==> config.mk <==
export PLATFORM = sky130hd
export DESIGN_NAME = cpc_top
export DESIGN_NICKNAME = d
export VERILOG_FILES = /design/src/shared/cpc_pkg.sv /design/src/rtl/cpc_sync.sv /design/src/rtl/cpc_pack.sv /design/src/rtl/cpc_top.sv
export SDC_FILE = /design/constraint.sdc
export NUM_CORES = 1
export LEC_CHECK = 0
export ABC_AREA = 1
export BUFFER_PORTS_ARGS = -buffer_cell sky130_fd_sc_hd__buf_2
export CORE_ASPECT_RATIO = 0.75
export CORE_MARGIN = 4
export CORE_UTILIZATION = 30
export CTS_CLUSTER_SIZE = 28
export DETAILED_ROUTE_END_ITERATION = 7
export PLACE_DENSITY = 0.48
export SKIP_CTS_REPAIR_TIMING = 1
export SYNTH_ARGS = -nofsm -noshare
export SYNTH_HDL_FRONTEND = slang
export SYNTH_SLANG_ARGS = --single-unit
==> constraint.sdc <==
create_clock -name CLOCK -period 5.74 [get_ports CLOCK]
set_input_delay 0.287 -clock CLOCK [delete_from_list [all_inputs] [get_ports CLOCK]]
set_output_delay 0.287 -clock CLOCK [all_outputs]
set_load 0.1 [all_outputs]
==> src/shared/cpc_pkg.sv <==
// constants, register map and state encoding of the camera parallel capture block
// assumes a 32-bit register port with byte addresses and one aligned word per register
package cpc_pkg;

  // ==========================================================================
  // register byte addresses
  localparam logic [5:0] OFS_CTRL   = 6'h00;
  localparam logic [5:0] OFS_STAT   = 6'h04;
  localparam logic [5:0] OFS_RAW    = 6'h08;
  localparam logic [5:0] OFS_IEN    = 6'h0c;
  localparam logic [5:0] OFS_MSK    = 6'h10;
  localparam logic [5:0] OFS_CLR    = 6'h14;
  localparam logic [5:0] OFS_CODE   = 6'h18;
  localparam logic [5:0] OFS_UNMASK = 6'h1c;
  localparam logic [5:0] OFS_WSTART = 6'h20;
  localparam logic [5:0] OFS_WSIZE  = 6'h24;
  localparam logic [5:0] OFS_DATA   = 6'h28;

  // ==========================================================================
  // control register fields
  localparam int capture_bit              = 0;
  localparam int single_frame_mode_bit    = 1;
  localparam int crop_bit                 = 2;
  localparam int compressed_bit           = 3;
  localparam int code_sync_mode_bit       = 4;
  localparam int sample_on_rising_edge_bit = 5;
  localparam int line_sync_active_high_bit = 6;
  localparam int frame_sync_active_high_bit = 7;
  localparam int rate_lsb                 = 8;
  localparam int width_lsb                = 10;
  localparam int enable_bit               = 14;

  localparam logic [1:0] rate_all_frames     = 2'h0;
  localparam logic [1:0] rate_half_frames    = 2'h1;
  localparam logic [1:0] rate_quarter_frames = 2'h2;
  localparam logic [1:0] width_eight_bits    = 2'h0;
  localparam logic [1:0] width_ten_bits      = 2'h1;

  // ==========================================================================
  // event flags and live status bits
  localparam int num_evt          = 5;
  localparam int frame_done_irq   = 0;
  localparam int overrun_irq      = 1;
  localparam int sync_error_irq   = 2;
  localparam int frame_sync_irq   = 3;
  localparam int line_done_irq    = 4;
  localparam int line_sync_stat   = 0;
  localparam int frame_sync_stat  = 1;
  localparam int fifo_nonempty_flag = 2;

  // ==========================================================================
  // crop window fields, code bytes, reset values
  localparam int crop_x_lsb = 0;
  localparam int crop_y_lsb = 16;
  localparam int crop_x_w   = 14;
  localparam int crop_y_w   = 13;
  localparam int code_fs    = 0;
  localparam int code_ls    = 1;
  localparam int code_le    = 2;
  localparam int code_fe    = 3;
  localparam logic [7:0]  preamble_ones  = 8'hff;
  localparam logic [7:0]  preamble_zeros = 8'h00;
  localparam logic [31:0] ctrl_rst       = 32'h0000_0000;
  localparam logic [31:0] code_rst       = 32'h0000_0000;
  localparam logic [31:0] unmask_rst     = 32'hffff_ffff;
  localparam logic [31:0] window_rst     = 32'h0000_0000;
  localparam logic [4:0]  ien_rst        = 5'h00;
  localparam int          pix_w_max      = 14;

  typedef enum logic [1:0] {
    CPC_IDLE = 2'b00,
    CPC_WAIT = 2'b01,
    CPC_ACT  = 2'b10,
    CPC_DONE = 2'b11
  } cpc_state_e;

endpackage

==> src/rtl/cpc_sync.sv <==
// two-flop synchroniser for a bundle of asynchronous pins
// assumes the bundle is sampled far faster than it changes
`timescale 1ns/1ns
module cpc_sync #(
  parameter int W = 1
) (
  input  wire logic         clk,
  input  wire logic         rstn,
  input  wire logic [W-1:0] d,
  output logic      [W-1:0] q
);
  logic [W-1:0] meta_q;

  always_ff @(posedge clk or negedge rstn) begin
    if (!rstn) begin
      meta_q <= '0;
      q      <= '0;
    end else begin
      meta_q <= d;
      q      <= meta_q;
    end
  end
endmodule

==> src/rtl/cpc_pack.sv <==
// packs accepted pixels into 32-bit words: four bytes, or two 16-bit halves
// assumes clear arrives at frame start; a partial word left at frame end is dropped
`timescale 1ns/1ns
module cpc_pack #(
  parameter int PIX_W = 14
) (
  input  wire logic             clk,
  input  wire logic             rstn,
  input  wire logic             clear,
  input  wire logic             pix_valid,
  input  wire logic             wide,
  input  wire logic [PIX_W-1:0] pix,
  output logic                  word_valid,
  output logic      [31:0]      word
);
  if (PIX_W < 8 || PIX_W > 16) begin : g_chk
    $error("cpc_pack: PIX_W must lie in 8..16");
  end

  logic [31:0] acc_q;
  logic [31:0] acc_d;
  logic [1:0]  cnt_q;
  logic [1:0]  pos;
  logic        last;

  // a pixel beside clear is the first of the new word
  assign pos  = clear ? 2'h0 : cnt_q;
  assign last = wide ? pos[0] : (pos == 2'h3);

  always_comb begin
    acc_d = acc_q;
    if (wide) begin
      acc_d[16*pos[0] +: 16] = 16'(pix);
    end else begin
      acc_d[8*pos +: 8] = pix[7:0];
    end
  end

  always_ff @(posedge clk or negedge rstn) begin
    if (!rstn) begin
      acc_q      <= 32'h0;
      cnt_q      <= 2'h0;
      word       <= 32'h0;
      word_valid <= 1'b0;
    end else begin
      word_valid <= 1'b0;
      if (pix_valid) begin
        acc_q <= acc_d;
        cnt_q <= last ? 2'h0 : pos + 2'h1;
        if (last) begin
          word       <= acc_d;
          word_valid <= 1'b1;
        end
      end else if (clear) begin
        cnt_q <= 2'h0;
      end
    end
  end
endmodule

==> src/rtl/cpc_top.sv <==
// camera parallel capture: sensor pins in, register port and transfer request out
// assumes the pixel clock is at most a quarter of CLOCK so its edges can be found
// Function
// - after enable and capture, wait for first frame start before requesting transfers
// - continuous mode keeps capturing frame after frame without stopping
// - snapshot mode waits for frame start, captures one frame, then stops
// - rate setting keeps every frame, every second, or one in four
// - width setting samples 8, 10, 12 or 14 data bits per edge in pin sync mode; code sync mode keeps only the low 8
// - line sync polarity selects active low or active high
// - frame sync polarity selects active low or active high
// - edge setting samples data on falling or rising pixel clock edge
// - pin sync mode takes frame and line bounds from sync pins
// - code sync mode finds frame and line bounds from codes in data
// - four programmable codes mark frame start, line start, line end, frame end
// - compressed mode switchable; crop and code sync unusable in it
// - crop: start line to 0x1fff; offset, line count, pixel count to 0x3fff
// - five enableable event sources: frame, overflow, sync error, frame sync, line
// - each event has a raw flag and a masked flag gated by its enable
// - live status shows line sync, frame sync and data buffer not empty
// - one write clears any combination of the five raw flags
// - captured data is read through a 32-bit data register
// - separate enable and capture controls; capture needs both
//
// Local design decisions: strobed register access and the register addresses.
`timescale 1ns/1ns
module cpc_top #(
  parameter int PIX_W = cpc_pkg::pix_w_max
) (
  input  wire logic             CLOCK,
  input  wire logic             RESETN,
  input  wire logic [5:0]       ADDR,
  input  wire logic [31:0]      WDATA,
  input  wire logic             WR,
  input  wire logic             RD,
  output logic      [31:0]      RDATA,
  input  wire logic             PIXCLK,
  input  wire logic             HSYNC,
  input  wire logic             VSYNC,
  input  wire logic [PIX_W-1:0] PIXDATA,
  output logic                  DMA_REQ
);
  import cpc_pkg::*;

  if (PIX_W != pix_w_max) begin : g_chk
    $error("cpc_top: PIX_W must be 14");
  end

  // ==========================================================================
  // helpers
  function automatic logic [PIX_W-1:0] width_mask(logic [1:0] w);
    return PIX_W'((32'h1 << (8 + 2 * int'(w))) - 32'h1);
  endfunction

  function automatic logic code_match(logic [7:0] b, logic [7:0] c, logic [7:0] m);
    return ((b ^ c) & m) == 8'h00;
  endfunction

  function automatic logic in_range(logic [13:0] v, logic [13:0] s, logic [13:0] n);
    logic [14:0] e;
    e = {1'b0, s} + {1'b0, n};
    return (v >= s) && ({1'b0, v} < e);
  endfunction

  // ==========================================================================
  // register state
  logic [31:0]        ctrl_q;
  logic [31:0]        code_q;
  logic [31:0]        unmask_q;
  logic [31:0]        wstart_q;
  logic [31:0]        wsize_q;
  logic [31:0]        rdata_q;
  logic [31:0]        word_q;
  logic               word_full_q;
  logic [num_evt-1:0] raw_q;
  logic [num_evt-1:0] ien_q;
  logic [num_evt-1:0] ev;
  logic [num_evt-1:0] clr;
  cpc_state_e         state_q;

  logic       enable, capture, run, snap, crop_on, comp_on, code_on, rise_sel;
  logic [1:0] rate, width;
  logic       rd_data;

  assign enable   = ctrl_q[enable_bit];
  assign capture  = ctrl_q[capture_bit];
  assign run      = enable & capture;
  assign snap     = ctrl_q[single_frame_mode_bit];
  assign comp_on  = ctrl_q[compressed_bit];
  assign crop_on  = ctrl_q[crop_bit] & ~comp_on;
  assign code_on  = ctrl_q[code_sync_mode_bit] & ~comp_on;
  assign rise_sel = ctrl_q[sample_on_rising_edge_bit];
  assign rate     = ctrl_q[rate_lsb +: 2];
  assign width    = ctrl_q[width_lsb +: 2];
  assign rd_data  = RD && (ADDR == OFS_DATA);

  // ==========================================================================
  // pin sampling
  logic [PIX_W+2:0] pin_s;
  logic             pclk_s, hs_s, vs_s, pclk_d_q, pix_edge, hs_act, vs_act;
  logic             hs_prev_q, vs_prev_q;
  logic [PIX_W-1:0] pix;

  cpc_sync #(
    .W (PIX_W + 3)
  ) u_sync (
    .clk  (CLOCK),
    .rstn (RESETN),
    .d    ({PIXCLK, HSYNC, VSYNC, PIXDATA}),
    .q    (pin_s)
  );

  assign pclk_s   = pin_s[PIX_W+2];
  assign hs_s     = pin_s[PIX_W+1];
  assign vs_s     = pin_s[PIX_W];
  assign pix_edge = rise_sel ? (pclk_s & ~pclk_d_q) : (~pclk_s & pclk_d_q);
  assign hs_act   = ctrl_q[line_sync_active_high_bit] ? hs_s : ~hs_s;
  assign vs_act   = ctrl_q[frame_sync_active_high_bit] ? vs_s : ~vs_s;
  assign pix      = pin_s[PIX_W-1:0] & width_mask(width);

  // sync levels are latched on the active pixel edge so boundaries line up with data
  always_ff @(posedge CLOCK or negedge RESETN) begin
    if (!RESETN) begin
      pclk_d_q  <= 1'b0;
      hs_prev_q <= 1'b0;
      vs_prev_q <= 1'b0;
    end else begin
      pclk_d_q <= pclk_s;
      if (pix_edge) begin
        hs_prev_q <= hs_act;
        vs_prev_q <= vs_act;
      end
    end
  end

  // ==========================================================================
  // embedded code detection
  // pixels wait three edges so a preamble can be withdrawn once its code shows up
  logic [7:0] h1_q, h2_q, h3_q;
  logic [2:0] hv_q;
  logic       in_frame_q, in_line_q, is_code, code_ev;
  logic       c_fs, c_ls, c_le, c_fe, c_bad;

  assign is_code = (hv_q == 3'b111) && (h3_q == preamble_ones)
                   && (h2_q == preamble_zeros) && (h1_q == preamble_zeros);
  assign code_ev = code_on & pix_edge & is_code;
  assign c_fs  = code_ev & code_match(pix[7:0], code_q[8*code_fs +: 8],
                                      unmask_q[8*code_fs +: 8]);
  assign c_ls  = code_ev & code_match(pix[7:0], code_q[8*code_ls +: 8],
                                      unmask_q[8*code_ls +: 8]);
  assign c_le  = code_ev & code_match(pix[7:0], code_q[8*code_le +: 8],
                                      unmask_q[8*code_le +: 8]);
  assign c_fe  = code_ev & code_match(pix[7:0], code_q[8*code_fe +: 8],
                                      unmask_q[8*code_fe +: 8]);
  assign c_bad = code_ev & ~(c_fs | c_ls | c_le | c_fe);

  always_ff @(posedge CLOCK or negedge RESETN) begin
    if (!RESETN) begin
      h1_q       <= 8'h00;
      h2_q       <= 8'h00;
      h3_q       <= 8'h00;
      hv_q       <= 3'h0;
      in_frame_q <= 1'b0;
      in_line_q  <= 1'b0;
    end else if (!code_on) begin
      hv_q       <= 3'h0;
      in_frame_q <= 1'b0;
      in_line_q  <= 1'b0;
    end else if (pix_edge) begin
      h1_q <= pix[7:0];
      h2_q <= h1_q;
      h3_q <= h2_q;
      hv_q <= is_code ? 3'h0 : {hv_q[1:0], 1'b1};
      if (c_fs) begin
        in_frame_q <= 1'b1;
      end else if (c_fe) begin
        in_frame_q <= 1'b0;
      end
      if (c_ls && (in_frame_q || c_fs)) begin
        in_line_q <= 1'b1;
      end else if (c_le || c_fe) begin
        in_line_q <= 1'b0;
      end
    end
  end

  // ==========================================================================
  // frame and line events from either source
  logic             sof, eof, eol, pix_ok;
  logic [PIX_W-1:0] pix_val;

  always_comb begin
    if (code_on) begin
      sof     = c_fs;
      eof     = c_fe;
      eol     = c_le;
      pix_ok  = pix_edge & ~is_code & hv_q[2] & in_line_q;
      pix_val = PIX_W'(h3_q);
    end else begin
      sof     = pix_edge & vs_prev_q & ~vs_act;
      eof     = pix_edge & ~vs_prev_q & vs_act;
      eol     = pix_edge & ~vs_act & ~hs_prev_q & hs_act;
      pix_ok  = pix_edge & ~vs_act & ~hs_act;
      pix_val = pix;
    end
  end

  // ==========================================================================
  // crop window
  logic [13:0] line_q, col_q;
  logic        in_win;

  // the window is read live, so it must be settled before capture starts
  assign in_win = ~crop_on
                  | (in_range(line_q, 14'(wstart_q[crop_y_lsb +: crop_y_w]),
                              wsize_q[crop_y_lsb +: crop_x_w])
                     & in_range(col_q, wstart_q[crop_x_lsb +: crop_x_w],
                                wsize_q[crop_x_lsb +: crop_x_w]));

  always_ff @(posedge CLOCK or negedge RESETN) begin
    if (!RESETN) begin
      line_q <= 14'h0;
      col_q  <= 14'h0;
    end else if (sof) begin
      line_q <= 14'h0;
      col_q  <= pix_ok ? 14'h1 : 14'h0;
    end else if (eol) begin
      line_q <= line_q + 14'h1;
      col_q  <= 14'h0;
    end else if (pix_ok) begin
      col_q <= col_q + 14'h1;
    end
  end

  // ==========================================================================
  // capture sequencing
  logic [1:0] frm_q;
  logic       accept;

  assign accept = (rate == rate_all_frames)
                  || ((rate == rate_half_frames) && !frm_q[0])
                  || ((rate == rate_quarter_frames) && (frm_q == 2'h0));

  always_ff @(posedge CLOCK or negedge RESETN) begin
    if (!RESETN) begin
      frm_q <= 2'h0;
    end else if (state_q == CPC_IDLE) begin
      frm_q <= 2'h0;
    end else if (sof) begin
      frm_q <= frm_q + 2'h1;
    end
  end

  always_ff @(posedge CLOCK or negedge RESETN) begin
    if (!RESETN) begin
      state_q <= CPC_IDLE;
    end else if (!run) begin
      state_q <= CPC_IDLE;
    end else begin
      case (state_q)
        CPC_IDLE: state_q <= CPC_WAIT;
        CPC_WAIT: if (sof && accept) state_q <= CPC_ACT;
        CPC_ACT:  if (eof) state_q <= snap ? CPC_DONE : CPC_WAIT;
        CPC_DONE: state_q <= CPC_DONE;
        default:  state_q <= CPC_IDLE;
      endcase
    end
  end

  // ==========================================================================
  // packing and the single-word data buffer
  logic        pk_valid;
  logic        pk_take;
  logic [31:0] pk_word;

  // the pixel on the frame start edge belongs to the new frame
  assign pk_take = pix_ok && in_win && run
                   && ((state_q == CPC_ACT)
                       || ((state_q == CPC_WAIT) && sof && accept));

  cpc_pack #(
    .PIX_W (PIX_W)
  ) u_pack (
    .clk        (CLOCK),
    .rstn       (RESETN),
    .clear      (sof),
    .pix_valid  (pk_take),
    .wide       (width != width_eight_bits),
    .pix        (pix_val),
    .word_valid (pk_valid),
    .word       (pk_word)
  );

  // a read in the same cycle frees the slot, so the new word is still kept
  always_ff @(posedge CLOCK or negedge RESETN) begin
    if (!RESETN) begin
      word_q      <= 32'h0;
      word_full_q <= 1'b0;
    end else if (pk_valid && (!word_full_q || rd_data)) begin
      word_q      <= pk_word;
      word_full_q <= 1'b1;
    end else if (rd_data) begin
      word_full_q <= 1'b0;
    end
  end

  assign DMA_REQ = word_full_q;

  // ==========================================================================
  // event flags: set beats clear in the same cycle
  assign ev[frame_done_irq] = (state_q == CPC_ACT) & eof & run;
  assign ev[overrun_irq]    = pk_valid & word_full_q & ~rd_data;
  assign ev[sync_error_irq] = c_bad & enable;
  assign ev[frame_sync_irq] = eof & enable;
  assign ev[line_done_irq]  = eol & enable;
  assign clr = (WR && (ADDR == OFS_CLR)) ? WDATA[num_evt-1:0] : '0;

  always_ff @(posedge CLOCK or negedge RESETN) begin
    if (!RESETN) begin
      raw_q <= '0;
    end else begin
      raw_q <= (raw_q & ~clr) | ev;
    end
  end

  // ==========================================================================
  // register writes
  always_ff @(posedge CLOCK or negedge RESETN) begin
    if (!RESETN) begin
      ctrl_q   <= ctrl_rst;
      ien_q    <= ien_rst;
      code_q   <= code_rst;
      unmask_q <= unmask_rst;
      wstart_q <= window_rst;
      wsize_q  <= window_rst;
    end else if (WR) begin
      case (ADDR)
        OFS_CTRL:   ctrl_q <= WDATA;
        OFS_IEN:    ien_q <= WDATA[num_evt-1:0];
        OFS_CODE:   code_q <= WDATA;
        OFS_UNMASK: unmask_q <= WDATA;
        OFS_WSTART: wstart_q <= WDATA;
        OFS_WSIZE:  wsize_q <= WDATA;
        default:    ctrl_q <= ctrl_q;
      endcase
    end
  end

  // ==========================================================================
  // register reads, answered one cycle later; unmapped reads return zero
  always_ff @(posedge CLOCK or negedge RESETN) begin
    if (!RESETN) begin
      rdata_q <= 32'h0;
    end else if (RD) begin
      case (ADDR)
        OFS_CTRL:   rdata_q <= ctrl_q;
        OFS_STAT:   rdata_q <= 32'({word_full_q, vs_act, hs_act});
        OFS_RAW:    rdata_q <= 32'(raw_q);
        OFS_IEN:    rdata_q <= 32'(ien_q);
        OFS_MSK:    rdata_q <= 32'(raw_q & ien_q);
        OFS_CODE:   rdata_q <= code_q;
        OFS_UNMASK: rdata_q <= unmask_q;
        OFS_WSTART: rdata_q <= wstart_q;
        OFS_WSIZE:  rdata_q <= wsize_q;
        OFS_DATA:   rdata_q <= word_q;
        default:    rdata_q <= 32'h0;
      endcase
    end else begin
      rdata_q <= 32'h0;
    end
  end

  assign RDATA = rdata_q;
endmodule

==> run metrics <==
area enclosed by the die boundary 74200 um^2; maximum resistive drop on vdd 236 uV; CP Data Required Time 6220 ps; initial antenna violation count 4; Max Clock Freq 214 MHz; max_slew headroom 17.7%; CTS Root Buffer Type sky130_fd_sc_hd__clkbuf_16; clock tree from TritonCTS done; share of post-route cells with drive strength above 1 11.1%; post-route ant nets 0; total power consumption of the routed design 7.68 mW; detailed-route vias per instance 5.08; wire length of the first global-routing pass 116000 um; placeable core region 68900 um^2; synth unique cells 53; Max Cap Viol 0; leakage power of the design 11.7 nW; Worst R2R Setup Slack 1060 ps; Initial Util 30.4%; number of buffers added by the clock tree synthesis step 47; Yosys warning count 0; detailed router's first-iteration violation count 1897; critical path startpoint category flip-flop; clock transition at the register clock pins on the worst setup and hold paths after CTS 60 ps; Post-Route WL 75900 um; total number of nets in the final design 2822; overall track demand over capacity in global routing 20.3%; TritonRoute pass-1 iters 5; Yosys top cell area share 44.0%; clock net sink count 400; global route overflow 0; post-synthesis cell type with the largest combined area sky130_fd_sc_hd__dfrtp_1; Max Slew Vio Count 0; Die Span Y 237 um; half-perimeter wire length after detailed placement 52500 um; count of cells along the worst hold path 3; post-layout minimum cycle time 4680 ps; hold-critical path endpoint unmask_q[27]$_DFFE_PN1P_; Finish-stage setup viols 0; die width 313 um; Synth-to-Final Area Change 15.8%; post-route fraction of the period consumed by the critical path 81.5%; min-delay worst type input port to flip-flop; post-layout instance area 24300 um^2; relative contribution of sequential cells to total power 43.7%; Clock Latency Late Sink 610 ps; worst reg2reg path depth 15; standard-cell row count 83; Pwr Density 317 nW/um^2; number of nets in the synthesized netlist 2735; flop and latch count out of synthesis 400; switching part of the total power 30.9%; predominant post-synthesis flop cell sky130_fd_sc_hd__dfrtp_1; Final Hold Fails 0; number of enable-type register cells in the synthesized netlist 0; biggest fanout along the worst timing path 51; RSZ-0062 raised after global routing no; proportion of power drawn by the clock network 40.1%; CP Capture Type flip-flop; TNS Setup 0 ps; wire per inst 20.8 um; pin count of the biggest net entering global routing 136; Worst Hold Margin 1.73 ps; placed standard-cell area 22400 um^2; Logic pwr share 16.2%; fill count 7087; number of top-level design ports 92; GP Congestion 0.895; number of levels in the clock H-tree 2; area taken by multi-input logic gates 9510 um^2; synthesized cell area 21000 um^2; cell count after synthesis 2584; slew at the pin closest to its max-slew limit 1220 ps; cell-internal power 5.31 mW; hold_sp WDATA[27]; skew final 17.3 ps; most common cell in the synthesized netlist sky130_fd_sc_hd__nand2_1; sequential fraction of the synthesis area 48.0%; Switch Pwr 2.38 mW; arrival time reported for the critical path endpoint 5160 ps; maximum root-to-sink buffer count 3; mean instance size in the synthesized netlist 8.11 um^2; routed via count 18500; fraction of registers with async set/reset 100%; commonest cells in the synthesized netlist sky130_fd_sc_hd__nand2_1, sky130_fd_sc_hd__dfrtp_1, sky130_fd_sc_hd__o21ai_0, sky130_fd_sc_hd__inv_1, sky130_fd_sc_hd__nand3_1; Crit Path Category flip-flop to flip-flop; count of input and output buffers 91; area occupied by registers 10000 um^2; top cells by area in the synthesized netlist sky130_fd_sc_hd__dfrtp_1, sky130_fd_sc_hd__nand2_1, sky130_fd_sc_hd__o21ai_0, sky130_fd_sc_hd__ha_1, sky130_fd_sc_hd__inv_1; R2R Path Start ctrl_q[3]$_DFFE_PN0P_; final cell count without fillers 3648; number of global-route vias before repair 18000; result of the run completed; worst reg2reg endpoint u_pack.word[17]$_DFFE_PN0P_; number of placed instances with taps included 3533; remaining routing DRC violations 0
## worst max path at each step
stage | from | to | cells after the start
after floorplan | wstart_q[0]$_DFFE_PN0P_ | u_pack.word[14]$_DFFE_PN0P_ | 22
after global placement | ctrl_q[3]$_DFFE_PN0P_ | u_pack.word[19]$_DFFE_PN0P_ | 15
after detailed placement | ctrl_q[3]$_DFFE_PN0P_ | u_pack.word[27]$_DFFE_PN0P_ | 15
after CTS | ctrl_q[3]$_DFFE_PN0P_ | u_pack.word[17]$_DFFE_PN0P_ | 15
after global routing | ctrl_q[3]$_DFFE_PN0P_ | u_pack.word[17]$_DFFE_PN0P_ | 15
final | ctrl_q[3]$_DFFE_PN0P_ | u_pack.word[17]$_DFFE_PN0P_ | 15
## power groups by stage
stage | sequential (mW) | clock [mW] | combinational [mW]
after global routing | 3.38 | 3.29 | 1.43
after floorplan | 3.33 | 0 | 0.782
after detailed placement | 3.39 | 0 | 1.23
final | 3.35 | 3.08 | 1.25
after CTS | 3.35 | 3.17 | 1.24
after global placement | 3.39 | 0 | 1.20
## cell usage in the layout, fill, tap and decap left out, drive strengths merged, types with 17 or more instances in the layout
| cell | netlist | layout |
|---|---|---|
| a21oi | 88 | 88 |
| a32oi | 17 | 17 |
| a41oi | 21 | 21 |
| buf | 33 | 128 |
| clkbuf | 81 | 72 |
| dfrtp | 368 | 368 |
| dfstp | 32 | 32 |
| dlygate4sd3 | 0 | 24 |
| ha | 90 | 90 |
| inv | 248 | 251 |
| mux2 | 30 | 30 |
| nand2 | 786 | 786 |
| nand3 | 152 | 152 |
| nand4 | 83 | 83 |
| nor2 | 149 | 149 |
| nor3 | 35 | 35 |
| o21ai | 260 | 260 |
| xor2 | 28 | 28 |
## sequential cells by signal, summed over array words and instances (netlist names), 32 cells and up
name,flops
unmask_q,32
wstart_q,32
code_q,32
wsize_q,32
u_pack.word,32
u_pack.acc_q,32
RDATA,32
word_q,32
ctrl_q,32
## through the flow
step | setup slack, ps | utilization (%)
final | 1060 | 35.2
after global routing | 670 | 35.2
after detailed placement | 1150 | 32.6
after CTS | 1100 | 34.9
after global placement | 1250 | 32.6
after floorplan | 2520 | -
## cell type report
class	count	area share [%]
diodes	3	0.0310
repair buffers	152	4.16
well taps	935	4.82
inverters	249	3.85
clock buffers	72	5.65
flip-flops and latches	400	41.4
clock inverters	16	0.846
multi-input cells	1821	39.2
## worst max-delay path, stage by stage, from the launching register on
cell and delay [ps]:
sky130_fd_sc_hd__dfrtp_1 400, sky130_fd_sc_hd__inv_2 40, sky130_fd_sc_hd__nand2_1 540, sky130_fd_sc_hd__inv_2 180, sky130_fd_sc_hd__nand2_2 110, sky130_fd_sc_hd__buf_4 410
sky130_fd_sc_hd__nor2_4 100, sky130_fd_sc_hd__nand2_4 330, sky130_fd_sc_hd__nand3_1 540, sky130_fd_sc_hd__inv_1 410, sky130_fd_sc_hd__ha_1 210, sky130_fd_sc_hd__inv_1 50
sky130_fd_sc_hd__o21ai_2 180, sky130_fd_sc_hd__nand3_2 660, sky130_fd_sc_hd__nand2_1 280, sky130_fd_sc_hd__nand2_1 70
## cells by family after synthesis
| group | count (synthesis) | share of synthesized area, % |
|---|---|---|
| AOI/OAI and AO/OA | 437 | 11.9 |
| xor gates and xnor gates | 38 | 1.59 |
| adders and majority gates | 92 | 5.57 |
| buffers and inverters | 363 | 6.83 |
| DFF | 400 | 48.0 |
| muxes | 30 | 1.61 |
| and+or+nand+nor | 1224 | 24.6 |
## per-layer routing
metal	share of wire [%]	GRT usage, %	vias to the layer above
met5	0	0	-
met4	1.6	3.90	0
met3	6.9	3.00	89
met2	43	30.4	609
met1	49	31.1	9080
li1	-	-	8744
(Power assumes the default switching activity.)
